<file path="src/rtl/mmdt_params.svh">
`ifndef MMDT_PARAMS_SVH
`define MMDT_PARAMS_SVH

// Time base tick period and clock rate
`define MMDT_CLK_HZ 25000000
`define MMDT_TICK_NS 1000000
`define MMDT_TICK_CYC ((`MMDT_TICK_NS) / (1000000000 / `MMDT_CLK_HZ))
// Default preset in ticks
`define MMDT_PRESET_DEF 32'h0000_03e8
// Count width
`define MMDT_CNT_W 32
// Mode codes as parameter values
`define MMDT_MODE_INTEG 2'h0
`define MMDT_MODE_ONESHOT 2'h1
`define MMDT_MODE_OFFDLY 2'h2
// Reset state of the output
`define MMDT_OUT_RST 1'b0

`endif

</file>
<file path="src/rtl/mmdt_pkg.sv">
package mmdt_pkg;
  typedef enum logic [1:0] {
    MMDT_IDLE,
    MMDT_TIMING,
    MMDT_HOLD,
    MMDT_DONE
  } mmdt_state_e;

  typedef struct packed {
    logic start;
    logic reset;
    logic enable;
  } mmdt_in_s;

  typedef struct packed {
    mmdt_state_e state;
    logic [31:0] count;
    logic out;
    logic busy;
    logic start_prev;
    logic reset_prev;
  } mmdt_core_s;

  typedef struct packed {
    logic [31:0] count;
    logic tick;
  } mmdt_tb_s;
endpackage : mmdt_pkg

</file>
<file path="src/rtl/mmdt_tick_gen.sv">
`timescale 1ns/1ns
`include "mmdt_params.svh"

module mmdt_tick_gen #(
  parameter logic [31:0] TICK_CYC = 32'(`MMDT_TICK_CYC)
) (
  // Clock and reset
  input wire logic clk,
  input wire logic rst,
  // Control
  input wire logic run,
  output logic tick
);
  mmdt_pkg::mmdt_tb_s st_reg;
  mmdt_pkg::mmdt_tb_s st_next;

  always_comb begin
    st_next = st_reg;
    st_next.tick = 1'b0;
    if (!run) begin
      st_next.count = st_reg.count;
    end else if (st_reg.count >= TICK_CYC - 32'h1) begin
      st_next.count = 32'h0;
      st_next.tick = 1'b1;
    end else begin
      st_next.count = st_reg.count + 32'h1;
    end
  end

  always_ff @(posedge clk or posedge rst) begin
    if (rst) begin
      st_reg <= '0;
    end else begin
      st_reg <= st_next;
    end
  end

  assign tick = st_reg.tick;
endmodule : mmdt_tick_gen

</file>
<file path="src/rtl/mmdt_timer.sv">
// Notes on behaviour
// RULE_01: Integration mode: count pauses, keeps its value, while enable is off.
// RULE_02: Integration mode: counting resumes from the kept value on re-enable.
// RULE_03: Integration mode: output on once summed intervals reach the preset.
// RULE_04: One-shot: output on at start, off after the preset elapses.
// RULE_05: One-shot: reset with start off during timing stops and clears output.
// RULE_06: One-shot: start ignored while an interval is running.
// RULE_07: OFF-delay: output on at start; held reset with start holds timing.
// RULE_08: OFF-delay: start sets output even if reset was already active.
// RULE_09: OFF-delay: preset count begins when reset is released.
// RULE_10: OFF-delay: output off once preset fully elapsed after release; the free-running time base can make the first tick partial.
// RULE_11: Outside contacts must be reliable; inputs carry a tiny current.
// RULE_12: Preset is a tick count; mode and preset fixed; reset clears all.
`timescale 1ns/1ns
`include "mmdt_params.svh"

module mmdt_timer #(
  parameter logic [1:0] MODE = `MMDT_MODE_INTEG,
  parameter logic [31:0] PRESET = `MMDT_PRESET_DEF,
  parameter logic [31:0] TICK_CYC = 32'(`MMDT_TICK_CYC)
) (
  // Clock and reset
  input wire logic REF_CLK,
  input wire logic RST,
  // Contact inputs, active high, asynchronous
  input wire logic START_IN,
  input wire logic RESET_IN,
  input wire logic ENABLE_IN,
  // Control and busy outputs
  output logic CTRL_OUT,
  output logic BUSY_OUT
);
  // ****************************************
  // Input synchronisers
  // ****************************************
  mmdt_pkg::mmdt_in_s sync1_reg;
  mmdt_pkg::mmdt_in_s sync2_reg;
  mmdt_pkg::mmdt_in_s in_s;

  always_ff @(posedge REF_CLK or posedge RST) begin
    if (RST) begin
      sync1_reg <= '0;
      sync2_reg <= '0;
    end else begin
      sync1_reg <= '{start: START_IN, reset: RESET_IN, enable: ENABLE_IN};
      sync2_reg <= sync1_reg;
    end
  end

  assign in_s = sync2_reg;

  // ****************************************
  // Time base
  // ****************************************
  logic tick;
  logic tb_run;

  function automatic logic is_mode(input logic [1:0] m);
    is_mode = (MODE == m);
  endfunction : is_mode

  // Integration pauses the time base itself, so partial ticks are kept
  assign tb_run = is_mode(`MMDT_MODE_INTEG) ? in_s.enable : 1'b1; // [RULE_01]

  mmdt_tick_gen #(
    .TICK_CYC(TICK_CYC)
  ) u_tick (
    .clk(REF_CLK),
    .rst(RST),
    .run(tb_run),
    .tick(tick)
  );

  // ****************************************
  // Timer core
  // ****************************************
  mmdt_pkg::mmdt_core_s st_reg;
  mmdt_pkg::mmdt_core_s st_next;
  logic start_rise;
  logic reached;

  assign start_rise = in_s.start && !st_reg.start_prev;
  assign reached = (st_reg.count >= PRESET - 32'h1) && tick;

  always_comb begin
    st_next = st_reg;
    st_next.start_prev = in_s.start;
    st_next.reset_prev = in_s.reset;
    case (MODE)
      `MMDT_MODE_INTEG: begin
        case (st_reg.state)
          mmdt_pkg::MMDT_IDLE, mmdt_pkg::MMDT_TIMING: begin
            st_next.state = mmdt_pkg::MMDT_TIMING;
            // A tick only exists if it was earned while enabled
            if (tick) begin // [RULE_01] [RULE_02]
              st_next.count = st_reg.count + 32'h1;
              if (reached) begin
                st_next.state = mmdt_pkg::MMDT_DONE;
                st_next.out = 1'b1; // [RULE_03]
              end
            end
          end
          mmdt_pkg::MMDT_DONE: begin
            st_next.out = 1'b1;
          end
          default: begin
            st_next.state = mmdt_pkg::MMDT_IDLE;
          end
        endcase
      end
      `MMDT_MODE_ONESHOT: begin
        case (st_reg.state)
          mmdt_pkg::MMDT_IDLE: begin
            if (start_rise) begin
              st_next.state = mmdt_pkg::MMDT_TIMING;
              st_next.count = 32'h0;
              st_next.out = 1'b1; // [RULE_04]
            end
          end
          mmdt_pkg::MMDT_TIMING: begin
            // Start edges are not looked at here
            if (in_s.reset && !in_s.start) begin // [RULE_05] [RULE_06]
              st_next.state = mmdt_pkg::MMDT_IDLE;
              st_next.out = 1'b0;
              st_next.count = 32'h0;
            end else if (tick) begin
              st_next.count = st_reg.count + 32'h1;
              if (reached) begin
                st_next.state = mmdt_pkg::MMDT_IDLE;
                st_next.out = 1'b0; // [RULE_04]
              end
            end
          end
          default: begin
            st_next.state = mmdt_pkg::MMDT_IDLE;
            st_next.out = 1'b0;
          end
        endcase
      end
      `MMDT_MODE_OFFDLY: begin
        case (st_reg.state)
          mmdt_pkg::MMDT_IDLE: begin
            if (start_rise) begin // [RULE_08]
              st_next.out = 1'b1; // [RULE_07]
              st_next.count = 32'h0;
              st_next.state = in_s.reset ? mmdt_pkg::MMDT_HOLD
                                         : mmdt_pkg::MMDT_TIMING;
            end
          end
          mmdt_pkg::MMDT_HOLD: begin
            st_next.count = 32'h0;
            if (!in_s.reset) begin
              st_next.state = mmdt_pkg::MMDT_TIMING; // [RULE_09]
            end
          end
          mmdt_pkg::MMDT_TIMING: begin
            if (in_s.reset && in_s.start) begin
              st_next.state = mmdt_pkg::MMDT_HOLD; // [RULE_07]
              st_next.count = 32'h0;
            end else if (tick) begin
              st_next.count = st_reg.count + 32'h1;
              if (reached) begin
                st_next.state = mmdt_pkg::MMDT_IDLE;
                st_next.out = 1'b0; // [RULE_10]
              end
            end
          end
          default: begin
            st_next.state = mmdt_pkg::MMDT_IDLE;
            st_next.out = 1'b0;
          end
        endcase
      end
      default: begin
        st_next = st_reg;
      end
    endcase
    // Busy is registered alongside the state it reports
    st_next.busy = (st_next.state == mmdt_pkg::MMDT_TIMING);
  end

  always_ff @(posedge REF_CLK or posedge RST) begin
    if (RST) begin
      st_reg <= '0; // [RULE_12]
    end else begin
      st_reg <= st_next;
    end
  end

  // ****************************************
  // Outputs
  // ****************************************
  assign CTRL_OUT = st_reg.out;
  assign BUSY_OUT = st_reg.busy;

  // ****************************************
  // Checks
  // ****************************************
  integ_hold_a: assert property ( // [RULE_01]
    @(posedge REF_CLK) disable iff (RST)
    (is_mode(`MMDT_MODE_INTEG) && !in_s.enable && !tick) |=>
      (st_reg.count == $past(st_reg.count)))
    else $error("count moved while paused");

  integ_out_a: assert property ( // [RULE_03]
    @(posedge REF_CLK) disable iff (RST)
    (is_mode(`MMDT_MODE_INTEG) && st_reg.out) |-> (st_reg.count >= PRESET))
    else $error("output before preset reached");

  one_start_a: assert property ( // [RULE_04]
    @(posedge REF_CLK) disable iff (RST)
    (is_mode(`MMDT_MODE_ONESHOT) && start_rise &&
     st_reg.state == mmdt_pkg::MMDT_IDLE) |=> st_reg.out)
    else $error("one-shot output not raised");

  one_reset_a: assert property ( // [RULE_05]
    @(posedge REF_CLK) disable iff (RST)
    (is_mode(`MMDT_MODE_ONESHOT) && st_reg.state == mmdt_pkg::MMDT_TIMING
     && in_s.reset && !in_s.start) |=> !st_reg.out)
    else $error("one-shot reset ignored");

  one_ignore_a: assert property ( // [RULE_06]
    @(posedge REF_CLK) disable iff (RST)
    (is_mode(`MMDT_MODE_ONESHOT) && st_reg.state == mmdt_pkg::MMDT_TIMING
     && start_rise && !in_s.reset && !tick) |=>
      (st_reg.count == $past(st_reg.count)))
    else $error("one-shot restarted");

  off_set_a: assert property ( // [RULE_08]
    @(posedge REF_CLK) disable iff (RST)
    (is_mode(`MMDT_MODE_OFFDLY) && start_rise &&
     st_reg.state == mmdt_pkg::MMDT_IDLE) |=> st_reg.out)
    else $error("off-delay output not raised");

  off_hold_a: assert property ( // [RULE_07]
    @(posedge REF_CLK) disable iff (RST)
    (is_mode(`MMDT_MODE_OFFDLY) && st_reg.state == mmdt_pkg::MMDT_HOLD)
      |-> (st_reg.out && st_reg.count == 32'h0))
    else $error("timing ran during hold");

  off_end_a: assert property ( // [RULE_10]
    @(posedge REF_CLK) disable iff (RST)
    (is_mode(`MMDT_MODE_OFFDLY) && $fell(st_reg.out)) |->
      (st_reg.count >= PRESET))
    else $error("off-delay ended early");
endmodule : mmdt_timer

</file>
<file path="config.mk">
export PLATFORM = sky130hd
export DESIGN_NAME = mmdt_timer
export DESIGN_NICKNAME = d
export VERILOG_FILES = /design/src/rtl/mmdt_pkg.sv /design/src/rtl/mmdt_tick_gen.sv /design/src/rtl/mmdt_timer.sv
export VERILOG_INCLUDE_DIRS = /design/src /design/src/rtl
export SDC_FILE = /design/constraint.sdc
export NUM_CORES = 1
export LEC_CHECK = 0
export BUFFER_PORTS_ARGS = -buffer_cell sky130_fd_sc_hd__clkbuf_2
export CAP_MARGIN = 30
export CELL_PAD_IN_SITES_DETAIL_PLACEMENT = 1
export CELL_PAD_IN_SITES_GLOBAL_PLACEMENT = 1
export CORE_MARGIN = 10
export CORE_UTILIZATION = 30
export CTS_CLUSTER_DIAMETER = 60
export DETAILED_ROUTE_END_ITERATION = 8
export PLACE_DENSITY = 0.52
export SYNTH_ARGS = -nofsm -noshare
export SYNTH_HDL_FRONTEND = slang
export SYNTH_HIERARCHICAL = 1
export SYNTH_SLANG_ARGS = --single-unit
</file>
<file path="constraint.sdc">
create_clock -name REF_CLK -period 2.2 [get_ports REF_CLK]
set_input_delay 0.11 -clock REF_CLK [delete_from_list [all_inputs] [get_ports REF_CLK]]
set_output_delay 0.11 -clock REF_CLK [all_outputs]
set_load 0.1 [all_outputs]
</file>
---- Word-level counts from Yosys, hierarchy flattened ----
Cells that the tools add are included.
W data, S select, Z words.
cells by class
  mux-type cells .......................... 8
  magnitude comparators ................... 2
  equality and inequality tests ........... 5
  reductions and logical operators ........ 6
  $add $sub $neg .......................... 2
operators with widths
  cell                     number
  $add A32 B1 Y32 const B  2
  $mux W35                 1
  $ge A32 B10 Y1 const B   1
  $ge A32 B15 Y1 const B   1
  $mux W32                 1
  $eq A2 B1 Y1 const B     2
  $pmux W2 S2              1
  $mux W1                  3
  $reduce_and A3 Y1        1
  $eq A2 B2 Y1 const B     1
  $logic_not A2 Y1         1
  $mux W2                  1
  $ne A2 B1 Y1 const B     1
  $ne A2 B2 Y1 const B     1
  $pmux W1 S2              1
  $reduce_and A2 Y1        1
  $reduce_bool A2 Y1       1
  $reduce_or A2 Y1         1
  $logic_and A1 B1 Y1      1
storage, ports and cells
  logic and storage cells ................. 31
  input port bits ......................... 5
  output and inout port bits .............. 2
  flip-flop bits (word level) ............. 71

---- Depth between registers and ports, before layout ----
Gate-level depths: netlist (run 1).
  depth in word-level cells ............... 6
  depth in mapped cells ................... 8
  mapped depth without buffers ............ 6

---- Modules after synthesis ----
Netlist (run 1), hierarchy kept.
by module, submodules not included
  module         sequential area each (um^2)  area an instance (um^2)  instances  cells an instance
  mmdt_timer     950.9                        1731.7                   1          147
  mmdt_tick_gen  825.8                        1697.9                   1          179

---- Worst setup path before layout (run 1) ----
Ideal clock, no wire load.
  path kind ............................... register to register
  start point ............................. reg u_tick/st_reg[11] (netlist name)
  end point ............................... reg u_tick/st_reg[11] (netlist name)
  buffers on the path ..................... 2
  arrival ................................. 1756 ps
  required time ........................... 2128 ps
  period minus slack after synthesis ...... 1827 ps
  setup time .............................. 72 ps
  path slack .............................. 373 ps
  stages on the path, launching flop included .. 8
  path through ............................ dfrtp_1 -> or4_1 -> a31oi_1 -> a211o_1 -> a21boi_1 -> buf_2 -> buf_2 -> nor2_1
on the way
  word-level cells in the longest chain between the ends .. 2
  elaborated cells on any way between the ends .. 3
  those cells by class .................... add/sub: 1; order compare: 1; mux: 1
RTL lines
  item                                               line                                      text
  start, declared                                    mmdt_tick_gen.sv:14                       mmdt_pkg::mmdt_tb_s st_reg;
  start signal, assigned                             mmdt_tick_gen.sv:34                       st_reg <= st_next;
  $add A32 B1 Y32 or $ge A32 B15 Y1 (tied branches)  mmdt_tick_gen.sv:26, mmdt_tick_gen.sv:22
  $mux W32 *                                         mmdt_tick_gen.sv:22                       end else if (st_reg.count >= TICK_CYC - 32'h1) begin
Every way passes the cells marked *; elsewhere a longest branch is shown, timed or not.
A chain may end at the register's enable or synchronous reset.

---- Final worst setup path (run 1) ----
  start point ............................. reg u_tick/st_reg[6] (netlist name)
  end point ............................... reg u_tick/st_reg[29] (netlist name)
Same word-level chain as after synthesis.

==> report_table.html, run 1 <==
<table>
<tr><th>Metric</th><th>Value</th></tr>
<tr><th colspan="2">Outcome</th></tr>
<tr><td>Run status</td><td>finished clean</td></tr>
<tr><th colspan="2">Synthesis</th></tr>
<tr><td>Library cell occupying the most area in the post-synthesis netlist</td><td>sky130_fd_sc_hd__dfrtp_1</td></tr>
<tr><td>Syn Area/Cell</td><td>10.5 um2</td></tr>
<tr><td>Post-synth EDFFs</td><td>0</td></tr>
<tr><td>Proportion of synthesized chip area in sequential cells</td><td>51.8%</td></tr>
<tr><td>Synthesized netlist cell count</td><td>326</td></tr>
<tr><td>Area share of the largest cell type after synthesis</td><td>51.8%</td></tr>
<tr><td>Net Count, Synth</td><td>between 300 and 400</td></tr>
<tr><td>Syn. warnings</td><td>6</td></tr>
<tr><td>Synthesized area</td><td>roughly 0.0034 mm2</td></tr>
<tr><td>Async S/R FF share, synth</td><td>100%</td></tr>
<tr><td>Number of unique standard cell types used by synthesis</td><td>45</td></tr>
<tr><td>Largest cells by area after synthesis</td><td>sky130_fd_sc_hd__dfrtp_1, sky130_fd_sc_hd__xnor2_1, sky130_fd_sc_hd__nor2_1</td></tr>
<tr><td>Primary FF master, synth</td><td>sky130_fd_sc_hd__dfrtp_1</td></tr>
<tr><td>Post-synthesis sequential element count</td><td>between 70 and 80</td></tr>
<tr><th colspan="2">Pwr</th></tr>
<tr><td>Leak pwr</td><td>between 1.5 and 2 nW</td></tr>
<tr><td>Peak supply drop</td><td>360 uV</td></tr>
<tr><td>Total power draw</td><td>2.95 mW</td></tr>
<tr><td>Total power per unit cell area</td><td>749 mW/mm2</td></tr>
<tr><th colspan="2">Clock network</th></tr>
<tr><td>Deepest level of the CTS H-tree</td><td>3</td></tr>
<tr><td>Clk pin slew, worst setup/hold paths</td><td>0.06 ns</td></tr>
<tr><td>Clock latency on the worst-skew pair</td><td>between 0.3 and 0.4 ns</td></tr>
<tr><td>Number of sinks on the clock net</td><td>71</td></tr>
<tr><td>Number of buffers created by CTS</td><td>9</td></tr>
<tr><td>Clock Root Buffer</td><td>sky130_fd_sc_hd__clkbuf_16</td></tr>
<tr><td>Buffers inserted by post-CTS timing repair</td><td>0</td></tr>
<tr><td>Count of cells resized by post-cts repair</td><td>0</td></tr>
<tr><td>Longest Clk Path Bufs</td><td>2</td></tr>
<tr><td>TritonCTS clock tree</td><td>done</td></tr>
<tr><th colspan="2">Timing</th></tr>
<tr><td>Final sum of negative setup slack</td><td>0 ns</td></tr>
<tr><td>Hold violation count in the final report</td><td>0</td></tr>
<tr><td>RSZ-0062 raised after global routing</td><td>false</td></tr>
<tr><td>Final Critical Period</td><td>2.02 ns</td></tr>
<tr><td>Final setup violation count</td><td>0</td></tr>
<tr><td>Achievable Freq</td><td>496 MHz</td></tr>
<tr><td>Layout Skew</td><td>0.00549 ns</td></tr>
<tr><td>Final cycle utilization of the critical path</td><td>between 90% and 100%</td></tr>
<tr><td>Worst slew margin</td><td>a little under two thirds</td></tr>
<tr><td>Number of max-slew violations in the final report</td><td>0</td></tr>
<tr><td>Worst Tran Pin Value</td><td>0.550 ns</td></tr>
<tr><th colspan="2">Finish</th></tr>
<tr><td>Final Non-Filler Cells</td><td>487</td></tr>
<tr><td>Layout area overhead</td><td>14.8%</td></tr>
<tr><td>Final net count</td><td>350</td></tr>
<tr><td>Max FFs per register</td><td>34</td></tr>
<tr><td>Number of inserted diodes</td><td>0</td></tr>
<tr><td>Share of layout cells above drive strength 1</td><td>12.4%</td></tr>
<tr><th colspan="2">Floorplanning</th></tr>
<tr><td>Number of rows created at floorplan</td><td>38</td></tr>
<tr><td>Core area</td><td>0.0110 mm2</td></tr>
<tr><td>Count of pins on the block boundary</td><td>7</td></tr>
<tr><td>Die area</td><td>0.0161 mm2</td></tr>
<tr><td>Y dimension of the die</td><td>127 um</td></tr>
<tr><td>Initial cell density of the core</td><td>~31%</td></tr>
<tr><td>Die Span X</td><td>127 um</td></tr>
<tr><th colspan="2">Worst setup path</th></tr>
<tr><td>Nature of the critical path endpoint</td><td>register</td></tr>
<tr><td>Worst EP required</td><td>2.41 ns</td></tr>
<tr><td>Setup CP Type</td><td>reg2reg</td></tr>
<tr><td>Maximum fanout along the worst path</td><td>6</td></tr>
<tr><td>Crit path DAT</td><td>between 2 and 2.5 ns</td></tr>
<tr><td>Startpoint type of the worst setup path</td><td>register</td></tr>
<tr><td>Depth of the most critical reg-to-reg path</td><td>5</td></tr>
<tr><th colspan="2">Drt</th></tr>
<tr><td>Post-detailed-route wirelength per cell</td><td>~15 um</td></tr>
<tr><td>DR vias</td><td>2352</td></tr>
<tr><td>Initial detailed-routing violation count</td><td>75</td></tr>
<tr><td>Final wirelength</td><td>about 7200 um</td></tr>
<tr><td>Per-cell via count in the routed design</td><td>4.83</td></tr>
<tr><td>Pre-Repair DR Iteration Count</td><td>4</td></tr>
<tr><td>DRT antenna net count</td><td>0</td></tr>
<tr><td>DRC</td><td>0</td></tr>
<tr><th colspan="2">Global routing</th></tr>
<tr><td>Overflow left after global routing</td><td>0</td></tr>
<tr><td>Maximum number of pins on one net before global-route repair</td><td>39</td></tr>
<tr><td>Number of antenna violations at the first check in global routing</td><td>0</td></tr>
<tr><td>Global-route wire length before repair</td><td>12600 um</td></tr>
<tr><td>Number of global-route vias before repair</td><td>2473</td></tr>
<tr><td>All-Layer GR Usage</td><td>9.54%</td></tr>
<tr><th colspan="2">Placed design</th></tr>
<tr><td>Final GP Congestion</td><td>0.738</td></tr>
<tr><td>Input/output buffers</td><td>4</td></tr>
<tr><td>Half-perimeter wire length after placement</td><td>4920 um</td></tr>
<tr><td>Placed Cells incl. Taps</td><td>470</td></tr>
<tr><th colspan="2">Hold path</th></tr>
<tr><td>Hold Path Class</td><td>reg2reg</td></tr>
<tr><td>Number of cells on the worst hold path</td><td>0</td></tr>
<tr><th colspan="2">Run</th></tr>
<tr><td>Number of max-cap violations</td><td>0</td></tr>
</table>
==> area by class of cell <==
class | instances | area (um2)
Tap cell | 140 | 175
Inverter | 11 | 41.3
Fill cell | 1250 | 7090
Clock buffer | 11 | 243
Timing Repair Buffer | 15 | 108
Multi-Input combinational cell | 235 | 1570
Clock inverter | 4 | 22.5
Sequential cell | 71 | 1780
==> final timing paths <==
path | slack [ns] | from | to
min | 0.36 | sync1_reg[0] | tb_run
max in group asynchronous | 1.40 | RST | st_reg[37]
min reg2reg | 0.36 | sync1_reg[0] | tb_run
max | 0.18 | u_tick/st_reg[6] | u_tick/st_reg[29]
max reg2reg | 0.18 | u_tick/st_reg[6] | u_tick/st_reg[29]
min in group asynchronous | 0.44 | RST | u_tick/st_reg[1]
==> synthesized netlist by cell type (all sizes together), types with 3 or more instances <==
cell,count
and3,14
inv,11
buf,5
nand3,16
nand2,21
xnor2,34
or2,3
and4,4
dfrtp,71
nor2,49
a31oi,3
xor2,17
nand4,17
nor4,15
nor3,12
a21oi,5
clkbuf,4
o21ai,3
==> report_power, final <==
group / internal, mW / total, mW / leakage [nW] / switching [mW]
combinational: 0.0823 / 0.204 / 0.798 / 0.122
sequential: 1.36 / 1.42 / 0.961 / 0.0575
clock: 0.781 / 1.33 / 0.131 / 0.546
total: 2.22 / 2.95 / 1.89 / 0.726
==> cell families after synthesis <==
kind of cell / Yosys count / share of synthesized area [%]
AOI/OAI and AO/OA: 21 / 4.05
buffers and inverters: 20 / 2.52
muxes: 1 / 0.328
adders and majority gates: 2 / 0.730
xor gates and xnor gates: 51 / 13.0
and+or+nand+nor: 160 / 27.5
DFF: 71 / 51.8
==> cells in the final DEF (no fill, tap or decap), types with 9 or more instances in the layout <==
master	count
sky130_fd_sc_hd__nor2_1	48
sky130_fd_sc_hd__nand4_1	16
sky130_fd_sc_hd__nor4_1	11
sky130_fd_sc_hd__buf_4	9
sky130_fd_sc_hd__xor2_1	17
sky130_fd_sc_hd__xnor2_1	34
sky130_fd_sc_hd__dfrtp_1	71
sky130_fd_sc_hd__nand2_1	21
sky130_fd_sc_hd__nor3_1	10
sky130_fd_sc_hd__nand3_1	14
sky130_fd_sc_hd__clkbuf_16	9
sky130_fd_sc_hd__and3_1	14
sky130_fd_sc_hd__inv_1	11
==> routing by layer <==
| metal | wire (um) | vias to the layer above | track usage, % |
|---|---|---|---|
| met5 | 0 | - | 0 |
| met4 | 193 | 0 | 5.96 |
| met3 | 107 | 14 | 1.71 |
| met2 | 3100 | 14 | 13.3 |
| met1 | 3800 | 1155 | 13.2 |
| li1 | - | 1169 | - |
==> repair_timing <==
item                                   in CTS  in global routing
setup endpoints to repair                   0                  0
hold buffers                                2                  0
endpoints found under the hold margin      72                  0
==> per-stage QoR <==
| step | util (%) | hold WS, ns | instance area (um2) | setup WS, ns |
|---|---|---|---|---|
| floorplan | - | 0.141 | 3430 | 0.373 |
| global placement | 33.1 | 0.221 | 3650 | 0.210 |
| detailed placement | 33.1 | 0.221 | 3650 | 0.208 |
| CTS | 35.7 | 0.371 | 3940 | 0.184 |
| global route | 35.7 | 0.380 | 3940 | 0.0453 |
| finish | 35.7 | 0.363 | 3940 | 0.185 |
==> worst max-delay path, cell delays in order, from the launching register on <==
cell,delay [ns]
sky130_fd_sc_hd__dfrtp_1,0.42
sky130_fd_sc_hd__nand3_2,0.15
sky130_fd_sc_hd__or4_1,0.76
sky130_fd_sc_hd__nor4_4,0.36
sky130_fd_sc_hd__xnor2_1,0.15
sky130_fd_sc_hd__nor2_1,0.06
(Power assumes the default switching activity.)
==> run 2, diff against run 1 <==
Settings changed: CORE_UTILIZATION 30 to 50, PLACE_DENSITY 0.52 to 0.79.
Clock period 2.2 ns to 2.25 ns, I/O delays scaled along.
==> run 2 against run 1 <==
Net effect:
- critical path depth unchanged
- critical endpoint is now u_tick/st_reg[32]
- setup slack better by 0.035 ns
- first-iteration DRC count increased by 1.3%
- cell area fell by 3.8%
- sequential cell count unchanged
- fmax decreased by 0.75%
- via count is 4.2% higher
- global-route usage up 6.0 points
- sequential share of layout area up 1.8 points
- highest routed layer unchanged
- die area fell by 34%
==> report_table.html, run 2 (synthesized netlist as in run 1, its figures left out) <==
<table>
<tr><th>Metric</th><th>Value</th></tr>
<tr><th colspan="2">Hold path</th></tr>
<tr><td>Hold Startpoint</td><td>sync1_reg[0] (unchanged)</td></tr>
<tr><td>Hold Path Class</td><td>reg2reg (unchanged)</td></tr>
<tr><td>Worst Hold Endpoint</td><td>tb_run (unchanged)</td></tr>
<tr><td>Number of cells on the worst hold path</td><td>0 (unchanged)</td></tr>
<tr><th colspan="2">Drt</th></tr>
<tr><td>DRT antenna net count</td><td>0 (unchanged)</td></tr>
<tr><td>DR vias</td><td>2450 (was 2352)</td></tr>
<tr><td>DRC</td><td>0 (unchanged)</td></tr>
<tr><td>Per-cell via count in the routed design</td><td>5.75 (was 4.83)</td></tr>
<tr><td>Post-detailed-route wirelength per cell</td><td>16.7 um (was 14.8 um)</td></tr>
<tr><td>Final wirelength</td><td>7110 um (was 7200 um)</td></tr>
<tr><td>Initial detailed-routing violation count</td><td>76 (was 75)</td></tr>
<tr><td>Pre-Repair DR Iteration Count</td><td>4 (unchanged)</td></tr>
<tr><th colspan="2">Pwr</th></tr>
<tr><td>Net Switching</td><td>694 uW (was 726 uW)</td></tr>
<tr><td>Switching fraction of total power</td><td>26.4% (was 24.6%)</td></tr>
<tr><td>Total power draw</td><td>2.62 mW (was 2.95 mW)</td></tr>
<tr><td>Gate power share</td><td>7.6% (was 6.9%)</td></tr>
<tr><td>Total power per unit cell area</td><td>693 mW/mm2 (was 749 mW/mm2)</td></tr>
<tr><td>Peak supply drop</td><td>619 uV (was 360 uV)</td></tr>
<tr><td>Clock power share</td><td>39.6% (was 45.0%)</td></tr>
<tr><td>Share of power burned in registers</td><td>52.8% (was 48.0%)</td></tr>
<tr><td>Internal power of the cells</td><td>1.93 mW (was 2.22 mW)</td></tr>
<tr><td>Leak pwr</td><td>1.85 nW (was 1.89 nW)</td></tr>
<tr><th colspan="2">Clock network</th></tr>
<tr><td>Clock latency on the worst-skew pair</td><td>0.35 ns (was 0.34 ns)</td></tr>
<tr><td>Clock Root Buffer</td><td>sky130_fd_sc_hd__clkbuf_8 (was sky130_fd_sc_hd__clkbuf_16)</td></tr>
<tr><td>Buffers inserted by post-CTS timing repair</td><td>0 (unchanged)</td></tr>
<tr><td>Clk pin slew, worst setup/hold paths</td><td>0.09 ns (was 0.06 ns)</td></tr>
<tr><td>Number of buffers created by CTS</td><td>9 (unchanged)</td></tr>
<tr><td>Count of cells resized by post-cts repair</td><td>0 (unchanged)</td></tr>
<tr><td>Number of sinks on the clock net</td><td>71 (unchanged)</td></tr>
<tr><td>Deepest level of the CTS H-tree</td><td>3 (unchanged)</td></tr>
<tr><td>Longest Clk Path Bufs</td><td>2 (unchanged)</td></tr>
<tr><td>TritonCTS clock tree</td><td>done (unchanged)</td></tr>
<tr><th colspan="2">Finish</th></tr>
<tr><td>Final design area excluding fillers</td><td>0.00378 mm2 (was 0.00394 mm2)</td></tr>
<tr><td>Post-layout utilization of the core</td><td>56.3% (was 35.7%)</td></tr>
<tr><td>Number of inserted diodes</td><td>0 (unchanged)</td></tr>
<tr><td>Layout area overhead</td><td>10.4% (was 14.8%)</td></tr>
<tr><td>Final net count</td><td>348 (was 350)</td></tr>
<tr><td>Max FFs per register</td><td>34 (unchanged)</td></tr>
<tr><td>Share of layout cells above drive strength 1</td><td>12.4% (about the same)</td></tr>
<tr><td>Most common cell after layout, fill and taps aside</td><td>sky130_fd_sc_hd__dfrtp_1 (unchanged)</td></tr>
<tr><td>Most frequent cells in the layout</td><td>sky130_fd_sc_hd__dfrtp_1, sky130_fd_sc_hd__nor2_1, sky130_fd_sc_hd__xnor2_1, sky130_fd_sc_hd__nand2_1, sky130_fd_sc_hd__xor2_1 (unchanged)</td></tr>
<tr><th colspan="2">Timing</th></tr>
<tr><td>Final setup margin</td><td>0.219 ns (was 0.185 ns)</td></tr>
<tr><td>Number of max-slew violations in the final report</td><td>0 (unchanged)</td></tr>
<tr><td>Achievable Freq</td><td>492 MHz (was 496 MHz)</td></tr>
<tr><td>Final setup violation count</td><td>0 (unchanged)</td></tr>
<tr><td>Worst Tran Pin Value</td><td>0.544 ns (was 0.550 ns)</td></tr>
<tr><td>Final sum of negative setup slack</td><td>0 ns (unchanged)</td></tr>
<tr><td>Hold violation count in the final report</td><td>0 (unchanged)</td></tr>
<tr><td>Final Critical Period</td><td>2.03 ns (was 2.02 ns)</td></tr>
<tr><td>RSZ-0062 raised after global routing</td><td>false (unchanged)</td></tr>
<tr><td>Final cycle utilization of the critical path</td><td>90.2% (was 91.6%)</td></tr>
<tr><td>Layout Skew</td><td>0.0106 ns (was 0.00549 ns)</td></tr>
<tr><td>Worst slew margin</td><td>63.9% (was 63.5%)</td></tr>
<tr><th colspan="2">Worst setup path</th></tr>
<tr><td>Maximum fanout along the worst path</td><td>6 (unchanged)</td></tr>
<tr><td>Setup CP Type</td><td>reg2reg (unchanged)</td></tr>
<tr><td>Crit path DAT</td><td>2.26 ns (was 2.23 ns)</td></tr>
<tr><td>Worst reg2reg path endpoint</td><td>u_tick/st_reg[32] (was u_tick/st_reg[29])</td></tr>
<tr><td>Flop2flop setup slack</td><td>0.22 ns (was 0.18 ns)</td></tr>
<tr><td>Worst EP required</td><td>2.48 ns (was 2.41 ns)</td></tr>
<tr><td>Startpoint type of the worst setup path</td><td>register (unchanged)</td></tr>
<tr><td>Depth of the most critical reg-to-reg path</td><td>5 (unchanged)</td></tr>
<tr><td>Nature of the critical path endpoint</td><td>register (unchanged)</td></tr>
<tr><td>Crit Reg-Reg Startpoint</td><td>u_tick/st_reg[6] (unchanged)</td></tr>
<tr><th colspan="2">Global routing</th></tr>
<tr><td>Maximum number of pins on one net before global-route repair</td><td>39 (unchanged)</td></tr>
<tr><td>Number of antenna violations at the first check in global routing</td><td>0 (unchanged)</td></tr>
<tr><td>Global-route wire length before repair</td><td>13000 um (was 12600 um)</td></tr>
<tr><td>Overflow left after global routing</td><td>0 (unchanged)</td></tr>
<tr><td>Number of global-route vias before repair</td><td>2644 (was 2473)</td></tr>
<tr><td>All-Layer GR Usage</td><td>15.5% (was 9.54%)</td></tr>
<tr><th colspan="2">Placed design</th></tr>
<tr><td>Setup slack at placement</td><td>0.237 ns (was 0.208 ns)</td></tr>
<tr><td>Half-perimeter wire length after placement</td><td>4850 um (was 4920 um)</td></tr>
<tr><td>Final GP Congestion</td><td>0.716 (was 0.738)</td></tr>
<tr><td>Input/output buffers</td><td>4 (unchanged)</td></tr>
<tr><td>Area after DPL</td><td>0.00356 mm2 (was 0.00365 mm2)</td></tr>
<tr><th colspan="2">Floorplanning</th></tr>
<tr><td>Initial cell density of the core</td><td>51.0% (was 31.1%)</td></tr>
<tr><td>Core area</td><td>0.00672 mm2 (was 0.0110 mm2)</td></tr>
<tr><td>Number of rows created at floorplan</td><td>30 (was 38)</td></tr>
<tr><td>Die area</td><td>0.0106 mm2 (was 0.0161 mm2)</td></tr>
<tr><td>Count of pins on the block boundary</td><td>7 (unchanged)</td></tr>
<tr><td>Y dimension of the die</td><td>103 um (was 127 um)</td></tr>
<tr><td>Die Span X</td><td>103 um (was 127 um)</td></tr>
<tr><th colspan="2">Outcome</th></tr>
<tr><td>Run status</td><td>finished clean (unchanged)</td></tr>
<tr><th colspan="2">Run</th></tr>
<tr><td>Number of max-cap violations</td><td>0 (unchanged)</td></tr>
</table>
-- run 2: worst max path at each step --
stage,startpoint,endpoint,slack (ns),cells past startpoint
2_1_floorplan,u_tick/st_reg[11],u_tick/st_reg[11],0.42,7
3_3_place_gp,u_tick/st_reg[6],u_tick/st_reg[32],0.28,5
3_5_place_dp,st_reg[5],CTRL_OUT,0.24,6
4_1_cts,st_reg[5],CTRL_OUT,0.20,6
5_1_grt,u_tick/st_reg[6],u_tick/st_reg[29],0.07,5
6_report,u_tick/st_reg[6],u_tick/st_reg[32],0.22,5
-- run 2: critical path: stages (launching register included) --
cell and delay [ns]:
sky130_fd_sc_hd__dfrtp_1 0.43, sky130_fd_sc_hd__nand3_2 0.16, sky130_fd_sc_hd__or4_1 0.75, sky130_fd_sc_hd__nor4b_2 0.35
sky130_fd_sc_hd__xnor2_1 0.18, sky130_fd_sc_hd__nor2_2 0.04
-- run 2: final cells by class --
type / instances / area (um2)
clock buffer: 9 / 124
tap: 80 / 100
sequential: 71 / 1780
clock inverter: 7 / 80.1
fill: 723 / 2930
timing repair buffer: 13 / 92.6
multi-input combinational: 235 / 1570
inverter: 11 / 41.3
-- run 2: repair_timing --
item / CTS / global route
hold buffers: 2 / 0
endpoints found under the hold margin: 72 / 0
setup endpoints to repair: 0 / 0
-- run 2: layer usage --
metal	up-vias	wire [um]	global-route usage, %
met5	-	0	0
met4	0	78	4.06
met3	7	193	4.36
met2	26	3510	24.7
met1	1252	3330	20.3
li1	1165	-	-
-- run 2: stage by stage --
stage	std cells	hold WS, ns
after floorplan	326	0.144
after global placement	408	0.216
after detailed placement	408	0.223
after CTS	426	0.362
after global routing	426	0.372
final	426	0.365
-- run 2: power by group through the flow --
stage	registers (mW)	clock network (mW)	logic, mW
final	1.39	1.04	0.200
after global routing	1.40	1.13	0.231
after CTS	1.39	1.07	0.205
after detailed placement	1.41	0	0.201
after global placement	1.41	0	0.184
after floorplan	1.39	0	0.156
